File: src/hw/fid_pkg.sv
// Package for the fourteen-bit instruction decoder.
// Assumes four clocks, one per phase, per instruction cycle.
package fid_pkg;

   // Instruction word layout.
   localparam int WORD_W    = 14;
   localparam int FILE_W    = 7;
   localparam int BIT_W     = 3;
   localparam int LIT_W     = 8;
   localparam int JUMP_W    = 11;
   localparam int PHASES    = 4;
   localparam int CLASS_LSB = 12;
   localparam int DEST_POS  = 7;
   localparam int BSEL_LSB  = 7;
   localparam int JSEL_POS  = 11;

   // Instruction classes held in the top two bits.
   localparam logic [1:0] CLASS_BYTE = 2'h0;
   localparam logic [1:0] CLASS_BIT  = 2'h1;
   localparam logic [1:0] CLASS_JUMP = 2'h2;
   localparam logic [1:0] CLASS_LIT  = 2'h3;

   // Fixed control words with no operand.
   localparam logic [13:0] WORD_RETURN = 14'h0008;
   localparam logic [13:0] WORD_RETFIE = 14'h0009;
   localparam logic [13:0] WORD_SLEEP  = 14'h0063;
   localparam logic [13:0] WORD_WDCLR  = 14'h0064;

   // Byte operation codes in bits 11:8.
   localparam logic [3:0] BOP_MOVWF  = 4'h0;
   localparam logic [3:0] BOP_CLR    = 4'h1;
   localparam logic [3:0] BOP_DECFSZ = 4'hb;
   localparam logic [3:0] BOP_INCFSZ = 4'hf;

   // Bit operation codes in bits 11:10.
   localparam logic [1:0] BITOP_SKIPCLR = 2'h2;
   localparam logic [1:0] BITOP_SKIPSET = 2'h3;

   // Literal operation codes in bits 11:10.
   localparam logic [1:0] LOP_RETLW_HI = 2'h1;

   // Phase counter values.
   localparam logic [1:0] PH_Q1 = 2'h0;
   localparam logic [1:0] PH_Q2 = 2'h1;
   localparam logic [1:0] PH_Q3 = 2'h2;
   localparam logic [1:0] PH_Q4 = 2'h3;

   // Cycle kind: normal execute or forced no-operation.
   typedef enum logic [1:0] {
      ST_EXEC  = 2'b01,
      ST_FLUSH = 2'b10
   } fid_state_t;

   // Decoded fields sent to the datapath.
   typedef struct packed {
      logic [1:0]  opClass;
      logic [3:0]  opCode;
      logic [6:0]  fileIndex;
      logic        destFile;
      logic [2:0]  bitSel;
      logic [7:0]  literal;
      logic [10:0] jumpTarget;
      logic        usesFile;
      logic        isFlush;
   } fid_fields_t;

   // Datapath strobes for the current phase.
   typedef struct packed {
      logic fileRead;
      logic fileWrite;
      logic accWrite;
      logic fetchNext;
      logic pcLoad;
      logic pcReturn;
      logic cycleEnd;
   } fid_strobe_t;

   // Whole module state.
   typedef struct packed {
      fid_state_t  state;
      logic [1:0]  phase;
      fid_fields_t fields;
      fid_strobe_t strobe;
      logic [7:0]  readValue;
      logic        twoCycle;
   } fid_regs_t;

endpackage

File: src/hw/fid_decoder.sv
// Instruction decoder and phase sequencer for a fourteen-bit core.
// Assumes the fetch stage holds a word valid at phase four and the datapath
// answers file reads with pin levels for port registers, in the same phase.
// Notes on behaviour
// - Word is opcode plus operand fields.
// - Destination bit zero writes accumulator, one file.
// - Seven-bit file index, range zero to 7f.
// - Three-bit field picks one of eight bits.
// - Literal is eight bits, jump target eleven.
// - Four oscillator periods form one cycle.
// - Branch or true skip adds no-op cycle.
// - File operand always read before write-back.
// - Don't-care bits never change the decode.
// - Port read-back uses pin levels, not latches.
`timescale 1ns/1ps
module fid_decoder (
   // Clock and reset.
   input  wire logic                clk,
   input  wire logic                reset_n,
   // Fetch side.
   input  wire logic [13:0]         instrWord,
   // Datapath feedback.
   input  wire logic [7:0]          fileData,
   input  wire logic                fileIsPort,
   input  wire logic [7:0]          pinLevels,
   input  wire logic                resultZero,
   // Decoded fields and strobes.
   output fid_pkg::fid_fields_t     fields,
   output fid_pkg::fid_strobe_t     strobe,
   output logic [7:0]               readValue,
   output logic [1:0]               phase
);

   fid_pkg::fid_regs_t r;
   fid_pkg::fid_regs_t next_r;
   logic [1:0]  wClass;
   logic [3:0]  wCode;
   logic        fixedWord;
   logic        skipTrue;

   ////////////////////////////////////////////////////////////////////////////
   // Word splitting, taken fresh from the fetch stage.
   assign wClass = instrWord[fid_pkg::CLASS_LSB +: 2];
   assign wCode  = instrWord[fid_pkg::DEST_POS + 1 +: 4];
   assign fixedWord = (instrWord == fid_pkg::WORD_RETURN) ||
                      (instrWord == fid_pkg::WORD_RETFIE);

   // A skip is true when the tested bit matches or the count reached zero.
   always_comb begin
      skipTrue = 1'b0;
      if (r.fields.opClass == fid_pkg::CLASS_BIT) begin
         if (r.fields.opCode[3:2] == fid_pkg::BITOP_SKIPCLR) begin
            skipTrue = ~r.readValue[r.fields.bitSel];
         end else if (r.fields.opCode[3:2] == fid_pkg::BITOP_SKIPSET) begin
            skipTrue = r.readValue[r.fields.bitSel];
         end
      end else if (r.fields.opClass == fid_pkg::CLASS_BYTE &&
                   (r.fields.opCode == fid_pkg::BOP_DECFSZ ||
                    r.fields.opCode == fid_pkg::BOP_INCFSZ)) begin
         skipTrue = resultZero;
      end
   end

   ////////////////////////////////////////////////////////////////////////////
   // Next state: phase count, decode at phase four, strobes per phase.
   always_comb begin
      next_r = r;
      next_r.strobe = '0;
      next_r.phase = r.phase + 2'h1;
      case (r.phase)
         fid_pkg::PH_Q4: begin
            next_r.strobe.fetchNext = 1'b1;
            if (r.state == fid_pkg::ST_EXEC && r.twoCycle) begin
               next_r.state = fid_pkg::ST_FLUSH;
               next_r.fields.isFlush = 1'b1;
               next_r.fields.usesFile = 1'b0;
            end else begin
               next_r.state = fid_pkg::ST_EXEC;
               next_r.fields.isFlush = 1'b0;
               next_r.fields.opClass = wClass;
               next_r.fields.opCode = wCode;
               next_r.fields.fileIndex = instrWord[fid_pkg::FILE_W-1:0];
               next_r.fields.destFile = instrWord[fid_pkg::DEST_POS];
               next_r.fields.bitSel = instrWord[fid_pkg::BSEL_LSB +: fid_pkg::BIT_W];
               next_r.fields.literal = instrWord[fid_pkg::LIT_W-1:0];
               next_r.fields.jumpTarget = instrWord[fid_pkg::JUMP_W-1:0];
               // Only class, byte opcode and destination bit pick file use; x bits never do.
               next_r.fields.usesFile = (wClass == fid_pkg::CLASS_BIT) ||
                  (wClass == fid_pkg::CLASS_BYTE &&
                   (wCode != fid_pkg::BOP_MOVWF || instrWord[fid_pkg::DEST_POS]) &&
                   !(wCode == fid_pkg::BOP_CLR && !instrWord[fid_pkg::DEST_POS]));
               next_r.twoCycle = (wClass == fid_pkg::CLASS_JUMP) || fixedWord ||
                  (wClass == fid_pkg::CLASS_LIT &&
                   wCode[3:2] == fid_pkg::LOP_RETLW_HI);
            end
         end
         fid_pkg::PH_Q1: begin
            next_r.strobe.fileRead = r.fields.usesFile;
         end
         fid_pkg::PH_Q2: begin
            if (r.fields.usesFile) begin
               next_r.readValue = fileIsPort ? pinLevels : fileData;
            end
         end
         default: begin
            // Phase three: write back, and a true skip makes a flush cycle.
            next_r.strobe.cycleEnd = 1'b1;
            if (r.state == fid_pkg::ST_EXEC) begin
               if (r.fields.opClass == fid_pkg::CLASS_BYTE ||
                   r.fields.opClass == fid_pkg::CLASS_BIT) begin
                  next_r.strobe.fileWrite = r.fields.usesFile &&
                     (r.fields.opClass == fid_pkg::CLASS_BIT ?
                      !r.fields.opCode[3] : r.fields.destFile);
                  next_r.strobe.accWrite = r.fields.opClass == fid_pkg::CLASS_BYTE &&
                     !r.fields.destFile && !fixedDecoded(r.fields);
                  // Return words sit in the byte class; they leave by the stack.
                  next_r.strobe.pcReturn = r.fields.opClass == fid_pkg::CLASS_BYTE &&
                     r.twoCycle && fixedDecoded(r.fields);
                  if (skipTrue) begin
                     next_r.twoCycle = 1'b1;
                  end
               end else if (r.fields.opClass == fid_pkg::CLASS_LIT) begin
                  next_r.strobe.accWrite = 1'b1;
                  next_r.strobe.pcReturn = r.twoCycle;
               end else begin
                  next_r.strobe.pcLoad = 1'b1;
               end
            end
         end
      endcase
   end

   // Byte-class words with no file and no result: nop, return and friends.
   function automatic logic fixedDecoded(input fid_pkg::fid_fields_t f);
      fixedDecoded = f.opCode == fid_pkg::BOP_MOVWF && !f.destFile;
   endfunction

   ////////////////////////////////////////////////////////////////////////////
   // State register.
   always_ff @(posedge clk or negedge reset_n) begin
      if (!reset_n) begin
         r <= '{state: fid_pkg::ST_EXEC, phase: fid_pkg::PH_Q4, default: '0};
      end else begin
         r <= next_r;
      end
   end

   assign fields    = r.fields;
   assign strobe    = r.strobe;
   assign readValue = r.readValue;
   assign phase     = r.phase;

   ////////////////////////////////////////////////////////////////////////////
   // Checks on the sequencer.
   a_cycle_four: assert property (@(posedge clk) disable iff (!reset_n)
      strobe.fetchNext |=> !strobe.fetchNext [*3] ##1 strobe.fetchNext)
      else $error("Fetch not every four clocks.");
   a_flush_after: assert property (@(posedge clk) disable iff (!reset_n)
      (r.state == fid_pkg::ST_EXEC && phase == fid_pkg::PH_Q4 && r.twoCycle)
      |=> r.fields.isFlush)
      else $error("Two-cycle word not followed by flush.");
   a_flush_quiet: assert property (@(posedge clk) disable iff (!reset_n)
      r.fields.isFlush |-> !strobe.fileWrite && !strobe.accWrite && !strobe.pcLoad)
      else $error("Flush cycle had side effects.");
   a_read_first: assert property (@(posedge clk) disable iff (!reset_n)
      strobe.fileWrite |-> $past(strobe.fileRead, 2))
      else $error("File written without prior read.");
   a_dest_route: assert property (@(posedge clk) disable iff (!reset_n)
      (strobe.accWrite && fields.opClass == fid_pkg::CLASS_BYTE) |-> !fields.destFile)
      else $error("Accumulator write with file destination.");
   a_port_pins: assert property (@(posedge clk) disable iff (!reset_n)
      (phase == fid_pkg::PH_Q2 && fields.usesFile && fileIsPort) |=> readValue == $past(pinLevels))
      else $error("Port read did not use pins.");
   a_file_index: assert property (@(posedge clk) disable iff (!reset_n)
      $rose(phase == fid_pkg::PH_Q1) && !fields.isFlush |->
      fields.fileIndex == $past(instrWord[6:0]))
      else $error("File index not taken from low bits.");
   a_literal_jump: assert property (@(posedge clk) disable iff (!reset_n)
      $rose(phase == fid_pkg::PH_Q1) && !fields.isFlush |->
      fields.literal == $past(instrWord[7:0]) && fields.jumpTarget == $past(instrWord[10:0]))
      else $error("Literal or target split wrong.");
   // The bit select is split from the word like the other operand fields.
   a_bit_select: assert property (@(posedge clk) disable iff (!reset_n)
      $rose(phase == fid_pkg::PH_Q1) && !fields.isFlush |->
      fields.bitSel == $past(instrWord[fid_pkg::BSEL_LSB +: fid_pkg::BIT_W]))
      else $error("Bit select split wrong.");
   // Each strobe keeps to its own phase, so the datapath can rely on it.
   a_fetch_phase: assert property (@(posedge clk) disable iff (!reset_n)
      strobe.fetchNext |-> phase == fid_pkg::PH_Q1)
      else $error("Fetch strobe outside phase one.");
   a_read_phase: assert property (@(posedge clk) disable iff (!reset_n)
      strobe.fileRead |-> phase == fid_pkg::PH_Q2)
      else $error("File read outside phase two.");
   a_write_phase: assert property (@(posedge clk) disable iff (!reset_n)
      (strobe.fileWrite || strobe.accWrite) |-> phase == fid_pkg::PH_Q4 && strobe.cycleEnd)
      else $error("Write strobe outside phase four.");
   // Any word that names a file register reads it, even a pure write.
   a_rmw_read: assert property (@(posedge clk) disable iff (!reset_n)
      (phase == fid_pkg::PH_Q1 && fields.usesFile) |=> strobe.fileRead)
      else $error("File operand not read.");
   // A byte result with the file destination goes back to the file.
   a_dest_file: assert property (@(posedge clk) disable iff (!reset_n)
      (phase == fid_pkg::PH_Q3 && r.state == fid_pkg::ST_EXEC && fields.usesFile &&
       fields.opClass == fid_pkg::CLASS_BYTE && fields.destFile) |=> strobe.fileWrite)
      else $error("File destination not written.");
   // A return changes the program counter, so an idle cycle must follow.
   a_return_pc: assert property (@(posedge clk) disable iff (!reset_n)
      strobe.pcReturn |=> r.fields.isFlush)
      else $error("Return not followed by flush.");
   // The literal class always loads the accumulator and never a file.
   a_lit_acc: assert property (@(posedge clk) disable iff (!reset_n)
      (strobe.cycleEnd && !fields.isFlush && fields.opClass == fid_pkg::CLASS_LIT) |->
      strobe.accWrite && !strobe.fileWrite)
      else $error("Literal result not steered to accumulator.");
   // Main scenarios: bit skip, jump, port read-back, return and zero skip.
   c_skip_taken: cover property (@(posedge clk) disable iff (!reset_n)
      fields.isFlush && fields.opClass == fid_pkg::CLASS_BIT);
   c_jump: cover property (@(posedge clk) disable iff (!reset_n) strobe.pcLoad);
   c_port_rmw: cover property (@(posedge clk) disable iff (!reset_n)
      strobe.fileWrite && fileIsPort);
   c_return: cover property (@(posedge clk) disable iff (!reset_n) strobe.pcReturn);
   c_byte_flush: cover property (@(posedge clk) disable iff (!reset_n)
      fields.isFlush && fields.opClass == fid_pkg::CLASS_BYTE);

endmodule

File: config.mk
export PLATFORM = sky130hd
export DESIGN_NAME = fid_decoder
export DESIGN_NICKNAME = d
export VERILOG_FILES = /design/src/hw/fid_pkg.sv /design/src/hw/fid_decoder.sv
export SDC_FILE = /design/constraint.sdc
export NUM_CORES = 1
export LEC_CHECK = 0
export ABC_AREA = 0
export ABC_CLOCK_PERIOD_IN_PS = 3200
export BUFFER_PORTS_ARGS = -buffer_cell sky130_fd_sc_hd__buf_2
export CAP_MARGIN = 10
export CORE_MARGIN = 8
export CORE_UTILIZATION = 35
export CTS_BUF_LIST = sky130_fd_sc_hd__clkbuf_4
export DETAILED_ROUTE_END_ITERATION = 16
export PLACE_DENSITY = 0.61
export RECOVER_POWER = 50
export SYNTH_ARGS = -nofsm -noshare
export SYNTH_HDL_FRONTEND = slang
export SYNTH_SLANG_ARGS = --single-unit
File: constraint.sdc
create_clock -name clk -period 3.2 [get_ports clk]
set_clock_uncertainty 0.15 [all_clocks]
set_input_delay 0.8 -clock clk [delete_from_list [all_inputs] [get_ports clk]]
set_output_delay 0.8 -clock clk [all_outputs]
set_load 0.01 [all_outputs]
==> qor.yml, run 1 <==
status: "finished, violations left"
violations: "max-capacitance violations, max-slew violations"
startpoint_type: "primary input"
cts_resized: 0
placedInstanceArea_sq_um: 2100
insertion_delay_ns: 0.33
synth_cells: 187
cp_slowest_cell: "clkbuf_1"
antenna_left: 0
clkSlewWorstSetupHoldPaths_ns: 0.11
coreArea_sq_um: 5540
yosys.area.top_type: "dfrtp_1"
synth-xor-area-share_pct: 0
p_per_area_nw_per_um2: 482
firstDrtPassIters: 4
drt_iter0_markers: 80
yosys_most_used_dff: "dfrtp_1"
viasPerCell: 4.44
nFillCells: 572
slew_violations: 36
seqPwrFrac_pct: 50.1
crit_buf_inv: 1
slew_headroom_pct: -21.8
muxShareOfSynthArea_pct: 15.4
track_usage_pct: 10.5
io_pins: 89
die_x_um: 91.9
pwr-share-comb_pct: 19.7
synth_top_family_by_area: "buffers and inverters"
netlist_top_cells_count: "56 x buf_4, 32 x dfrtp_1, 14 x mux2_2"
layout-drive-gt1-share_pct: 46.8
clock_path_buffers: 2
finish.instance_area_sq_um: 2170
synth-warning-count: 0
async_reset_ff_share_pct: 100
gp_congestion: 0.744
area_growth_syn_to_layout_pct: 7.45
cts_root_buf: "clkbuf_4"
grt_overflow: 0
cp_max_fo: 35
p_sw_mw: 0.300
netlist_top_cells_area: "dfrtp_1 40%, buf_4 21%, mux2_2 7.8%"
grt_pass1_wl_um: 7070
ys_ff_latch: 35
period_share_pct: 67.3
synth_fp_nets: 225
fmax_mhz: 464
slowest_delay_ns: 1.29
tightestPinTransition_ns: 1.83
setup_viol: 0
min_period_ns: 2.15
yosysMostFrequentCell: "buf_4"
initial_core_util_pct: 36.4
cts_made_buffers: 5
hold_path.class: "reg -> reg"
maxCapViolCount: 1
htree_levels: 2
drcViolationCount: 0
num_vias: 1297
avgSynthCellArea_sq_um: 10.8
yosysUniqueCellTypes: 31
place_ws_ns: 0.961
synth_compound_area_share_pct: 5.34
endpoint_kind: "asynchronous set/reset pin"
final.setup.tns_ns: 0
cts_tree: "built"
die-area_sq_um: 8440
p_sw_share_pct: 28.7
crit_type: "in -> async"
portBuffers: 88
syn_area_sq_um: 2020
cpLargestDelayFamily: "buffers and inverters"
die_y_um: 91.9
p_clk_share_pct: 30.2
cts_sinks: 35
wl_per_cell_um: 14.8
cts_setup_buffers: 0
worstPathCellList: "clkbuf_1"
synth_top_area_share_pct: 39.7
wl_um: 4320
cts_hold_buf: 0
num_antenna_cells: 0
vdd_drop_max_uv: 163
synth-edff-count: 0
num_rows: 27
p_leak_nw: 1.05
synth-adder-area-share_pct: 2.48
worstPathRequired_ns: 3.14
intPower_mw: 0.745
grt_pass1_vias: 1370
cp_data_arrival_time_ns: 2.10
grt_max_degree: 36
postLayoutSetupSlackWorst_ns: 1.05
antenna_found_initial: 0
yosysSeqAreaShare_pct: 43.6
nets: 257
synth-simple-area-share_pct: 10.2
final_hold_viol_count: 0
rsz0062_at_grt: "no"
dpl.hpwl_um: 3430
## cells in the final DEF, fill, tap and decap left out, types with 2 or more instances in the layout
| master | count |
|---|---|
| buf_2 | 77 |
| dfrtp_1 | 32 |
| mux2_2 | 14 |
| mux2i_1 | 13 |
| nor2_1 | 11 |
| clkbuf_1 | 11 |
| a21oi_1 | 10 |
| clkbuf_4 | 5 |
| nor3_1 | 4 |
| inv_1 | 4 |
| nor3b_1 | 4 |
| ha_1 | 4 |
| nand3b_1 | 2 |
| or4_1 | 2 |
| and2_0 | 2 |
| nand2_1 | 2 |
| o21ai_0 | 2 |
| o21a_1 | 2 |
| o32ai_1 | 2 |
| dfstp_1 | 2 |
## final cells by class
cell class | instances | area [sq um] | area share [%]
timing repair buffer | 88 | 427 | 19.7
clock buffer | 5 | 37.5 | 1.73
multi-input combinational | 85 | 673 | 31.1
clock inverter | 3 | 43.8 | 2.02
inverter | 4 | 15.0 | 0.693
tap | 72 | 90.1 | 4.16
sequential | 35 | 880 | 40.6
## metal layers
| metal | vias up | GRT usage (%) | part of all wire (%) |
|---|---|---|---|
| met5 | - | 0 | 0 |
| met4 | 0 | 3.62 | 0.83 |
| met3 | 2 | 4.32 | 7.5 |
| met2 | 43 | 17.2 | 50 |
| met1 | 605 | 12.0 | 42 |
| li1 | 647 | - | - |
## path summary, 6_finish.rpt
kind | slack [ns] | from | depth (start not counted) | to
setup / recovery | 1.05 | reset_n | 1 | strobe[3]
hold / removal | 0.34 | r[56] | 2 | r[56]
setup reg to reg | 1.09 | phase[0] | 3 | fields[37]
hold reg to reg | 0.34 | r[56] | 2 | r[56]
max in group clk | 1.06 | fields[21] | 1 | fields[21]
min in group asynchronous | 0.80 | reset_n | 1 | fields[27]
## flip-flops by register name, indices dropped and copies added, names as in the netlist
| register | count |
|---|---|
| phase | 2 |
| readValue | 8 |
| fields | 15 |
| r | 3 |
| strobe | 7 |
## power by group through the flow
stage	combinational (mW)	clock (mW)	sequential [mW]
after detailed placement	0.213	0	0.533
final	0.206	0.316	0.523
after floorplan	0.202	0	0.516
after global placement	0.212	0	0.531
after global routing	0.228	0.350	0.533
after CTS	0.214	0.331	0.524
## per-stage QoR
step | cells | utilization (%) | hold WS [ns] | total power, mW
finish | 292 | 39.1 | 0.345 | 1.04
global route | 292 | 39.1 | 0.351 | 1.11
floorplan | 187 | - | 0.311 | 0.718
CTS | 292 | 39.3 | 0.347 | 1.07
global placement | 284 | 37.9 | 0.319 | 0.743
detailed placement | 284 | 37.9 | 0.329 | 0.746
## kinds of logic after synthesis
| group | count (synthesis) |
|---|---|
| flip-flops | 35 |
| AND/OR/NAND/NOR | 35 |
| AO/OA/AOI/OAI | 18 |
| buffers and inverters | 67 |
| adder cells (fa/ha/maj) | 4 |
| multiplexers | 28 |
## worst reg2reg max path: stages (launching register included)
cell and delay, ns:
dfstp_1 0.58, ha_1 0.35, nand2_1 0.50, mux2_2 0.44
No activity file was read; power rests on OpenSTA's default activity.
==> inputs of run 2 (changes only) <==
--- a/config.mk
+++ b/config.mk
@@ -6,7 +6,7 @@
 export NUM_CORES = 1
 export LEC_CHECK = 0
 export ABC_AREA = 0
-export ABC_CLOCK_PERIOD_IN_PS = 3200
+export ABC_CLOCK_PERIOD_IN_PS = 2100
 export BUFFER_PORTS_ARGS = -buffer_cell sky130_fd_sc_hd__buf_2
 export CAP_MARGIN = 10
 export CORE_MARGIN = 8
==> constraint.sdc (replaced) <==
create_clock -name clk -period 2.1 [get_ports clk]
set_clock_uncertainty 0.15 [all_clocks]
set_input_delay 0.525 -clock clk [delete_from_list [all_inputs] [get_ports clk]]
set_output_delay 0.525 -clock clk [all_outputs]
set_load 0.01 [all_outputs]
==> qor.yml, run 2 (synthesized netlist as in run 1, its figures left out) <==
tightestPinTransition_ns: 0.870
placed_cells: 286
period_share_pct: 87.3
layout_commonest_cell: "buf_2"
hold_path.class: "in -> async"
clock_path_buffers: 2
grt_overflow: 0
viasPerCell: 4.53
p_per_area_nw_per_um2: 730
intPower_mw: 1.13
reg2reg_from: "phase[0]"
crit_type: "reg -> out"
htree_levels: 2
dpl.hpwl_um: 3450
track_usage_pct: 10.1
mostFrequentLayoutCells: "68 x buf_2, 32 x dfrtp_1, 20 x clkbuf_1"
cpLargestDelayFamily: "flip-flops"
min_period_ns: 1.83
largest_reg_flops: 15
cts_resized: 0
drt_iter0_markers: 38
vdd_drop_max_uv: 287
final_hold_viol_count: 0
die-area_sq_um: 8440
rrSetupSlack_ns: 0.33
num_rows: 27
num_vias: 1331
rsz0062_at_grt: "no"
p_sw_mw: 0.454
cts_setup_buffers: 0
drcViolationCount: 0
cp.depth: 1
slew_violations: 0
worstPathCellList: "buf_2"
layout-drive-gt1-share_pct: 43.2
r2r_cells: 4
grt_pass1_wl_um: 6850
cp_data_arrival_time_ns: 1.16
maxCapViolCount: 0
area_growth_syn_to_layout_pct: 7.26
status: "finished clean"
endpoint_kind: "primary output"
die_y_um: 91.9
slowest_delay_ns: 0.60
io_pins: 89
worstPathRequired_ns: 1.42
insertion_delay_ns: 0.34
grt_max_degree: 36
cts_root_buf: "clkbuf_4"
cts_sinks: 35
reg2reg_to: "fields[35]"
num_antenna_cells: 0
wl_per_cell_um: 14.8
pwr-share-comb_pct: 19.7
crit_buf_inv: 1
final.setup.tns_ns: 0
setup_viol: 0
fmax_mhz: 545
portBuffers: 88
nets: 259
p_leak_nw: 1.03
clkSlewWorstSetupHoldPaths_ns: 0.11
startpoint_type: "register"
p_clk_share_pct: 29.8
antenna_found_initial: 0
cp_max_fo: 11
firstDrtPassIters: 4
wl_um: 4360
initial_core_util_pct: 36.4
antenna_left: 0
slew_headroom_pct: 42.0
coreArea_sq_um: 5540
p_sw_share_pct: 28.7
cts_tree: "built"
cts_hold_buf: 0
cp_slowest_cell: "dfrtp_1"
die_x_um: 91.9
grt_pass1_vias: 1393
gp_congestion: 0.732
fin_cells: 294
cts_made_buffers: 5
cp-startpoint: "fields[21]"
seqPwrFrac_pct: 50.6
run 2: area by class of cell:
class	count	area [sq um]
Clock buffer	5	37.5
Clock inverter	3	38.8
Fill cell	591	3380
Inverter	4	15.0
Multi-Input combinational cell	85	673
Sequential cell	35	880
Tap cell	72	90.1
Timing Repair Buffer	90	428
run 2: power groups by stage:
stage               Sequential (mW)  Combinational (mW)  Clock (mW)
finish                        0.798               0.310       0.470
global placement              0.811               0.322           0
detailed placement            0.814               0.326           0
global route                  0.812               0.343       0.519
floorplan                     0.787               0.308           0
CTS                           0.800               0.328       0.492
run 2: worst max-delay path by stage:
stage / to / slack (ns)
2_1_floorplan: fields[19] / 0.25
3_3_place_gp: r[0] / 0.19
3_5_place_dp: r[0] / 0.18
4_1_cts: fields[21] / 0.23
5_1_grt: fields[9] / 0.20
6_report: fields[21] / 0.27
run 2: metal layers:
| metal | GRT usage (%) | share of wire [%] |
|---|---|---|
| met1 | 10.6 | 42 |
| met2 | 17.6 | 50 |
| met4 | 4.43 | 1.6 |
| met5 | 0 | 0 |
| met3 | 3.67 | 6.3 |
run 2: stage by stage:
stage	util [%]	setup slack [ns]	hold slack [ns]	power [mW]	instance area [sq um]
finish	39.0	0.266	0.215	1.58	2160
global route	39.0	0.202	0.251	1.67	2160
CTS	39.5	0.228	0.0562	1.62	2190
detailed placement	38.1	0.178	0.333	1.14	2110
global placement	38.1	0.194	0.321	1.13	2110
floorplan	-	0.254	0.0794	1.09	2020
==> inputs of run 3 (changes only) <==
--- a/config.mk
+++ b/config.mk
@@ -11,7 +11,7 @@
 export CAP_MARGIN = 10
 export CORE_MARGIN = 8
 export CORE_UTILIZATION = 35
-export CTS_BUF_LIST = sky130_fd_sc_hd__clkbuf_4
+export CTS_BUF_LIST = sky130_fd_sc_hd__clkbuf_4 sky130_fd_sc_hd__clkbuf_8
 export DETAILED_ROUTE_END_ITERATION = 16
 export PLACE_DENSITY = 0.61
 export RECOVER_POWER = 50
==> qor.yml, run 3 (synthesized netlist as in run 1, its figures left out) <==
slew_violations: 0
whs_ns: 0.280
min_period_ns: 1.76
grt_overflow: 0
die-area_sq_um: 8440
postLayoutSetupSlackWorst_ns: 0.338
nets: 259
period_share_pct: 83.9
cp_data_arrival_time_ns: 1.09
cts_tree: "built"
dpl.hpwl_um: 3450
grtUsageMet3_pct: 3.67
crit_type: "reg -> out"
wl_um: 4360
placed_cells: 286
wl_per_cell_um: 14.8
tightestPinTransition_ns: 0.871
coreArea_sq_um: 5540
cts_made_buffers: 5
drcViolationCount: 0
die_x_um: 91.9
cp_slowest_cell: "dfrtp_1"
drt_iter0_markers: 33
gp_congestion: 0.732
placedInstanceArea_sq_um: 2110
place_ws_ns: 0.178
cts_root_buf: "clkbuf_8"
startpoint_type: "register"
cts_hold_buf: 0
worstPathCellList: "buf_2"
worstPathRequired_ns: 1.42
layout-drive-gt1-share_pct: 43.7
post-route-util_pct: 39.8
num_antenna_cells: 0
final.setup.tns_ns: 0
p_leak_nw: 1.05
hold_path.class: "in -> async"
grt_pass1_vias: 1394
area_growth_syn_to_layout_pct: 9.31
cts_resized: 0
cpLargestDelayFamily: "flip-flops"
endpoint_kind: "primary output"
maxCapViolCount: 0
fmax_mhz: 568
total_power_mw: 1.73
num_rows: 27
die_y_um: 91.9
use_met1_pct: 10.7
initial_core_util_pct: 36.4
cp-startpoint: "fields[21]"
largest_reg_flops: 15
slew_headroom_pct: 41.9
vdd_drop_max_uv: 311
p_per_area_nw_per_um2: 787
slowest_delay_ns: 0.59
layout_commonest_cell: "buf_2"
antenna_found_initial: 0
rsz0062_at_grt: "no"
reg2reg_from: "phase[0]"
final_hold_viol_count: 0
finish.instance_area_sq_um: 2200
cp_max_fo: 11
crit_buf_inv: 1
track_usage_pct: 10.1
clock_path_buffers: 2
grt_pass1_wl_um: 6870
mostFrequentLayoutCells: "68 x buf_2, 32 x dfrtp_1, 20 x clkbuf_1"
r2r_cells: 4
num_vias: 1324
rrSetupSlack_ns: 0.34
grt_max_degree: 36
portBuffers: 88
io_pins: 89
htree_levels: 2
viasPerCell: 4.50
clkSlewWorstSetupHoldPaths_ns: 0.07
antenna_left: 0
setup_viol: 0
firstDrtPassIters: 4
reg2reg_to: "fields[37]"
grt_busiest_layer: "met2"
insertion_delay_ns: 0.28
cts_sinks: 35
cts_setup_buffers: 0
fin_cells: 294
status: "finished clean"
grt_use_met2_pct: 17.6
[run 3: routing by layer]
layer / share of wire, % / routed length, um
met2: 51 / 2200
met1: 42 / 1840
met4: 1.4 / 62
met3: 5.8 / 253
met5: 0 / 0
[run 3: area by class of cell]
type	instances	area (sq um)
fillers	588	3340
flip-flops and latches	35	880
multi-input cells	85	673
repair buffers	90	428
well taps	72	90.1
clock buffers	6	82.6
clock inverters	2	35.0
inverters	4	15.0
[run 3: power breakdown]
group / internal [mW] / switching [mW] / leakage [nW]
Sequential: 0.733 / 0.0652 / 0.417
Clock: 0.384 / 0.241 / 0.0612
Combinational: 0.148 / 0.163 / 0.572
Total: 1.27 / 0.469 / 1.05
[run 3: worst max-delay path by stage]
| stage | slack [ns] | depth (start not counted) | endpoint |
|---|---|---|---|
| 6_report | 0.34 | 1 | fields[21] |
| 5_1_grt | 0.23 | 4 | strobe[1] |
| 4_1_cts | 0.30 | 1 | fields[21] |
| 3_5_place_dp | 0.18 | 5 | r[0] |
| 3_3_place_gp | 0.19 | 5 | r[0] |
| 2_1_floorplan | 0.25 | 5 | fields[19] |
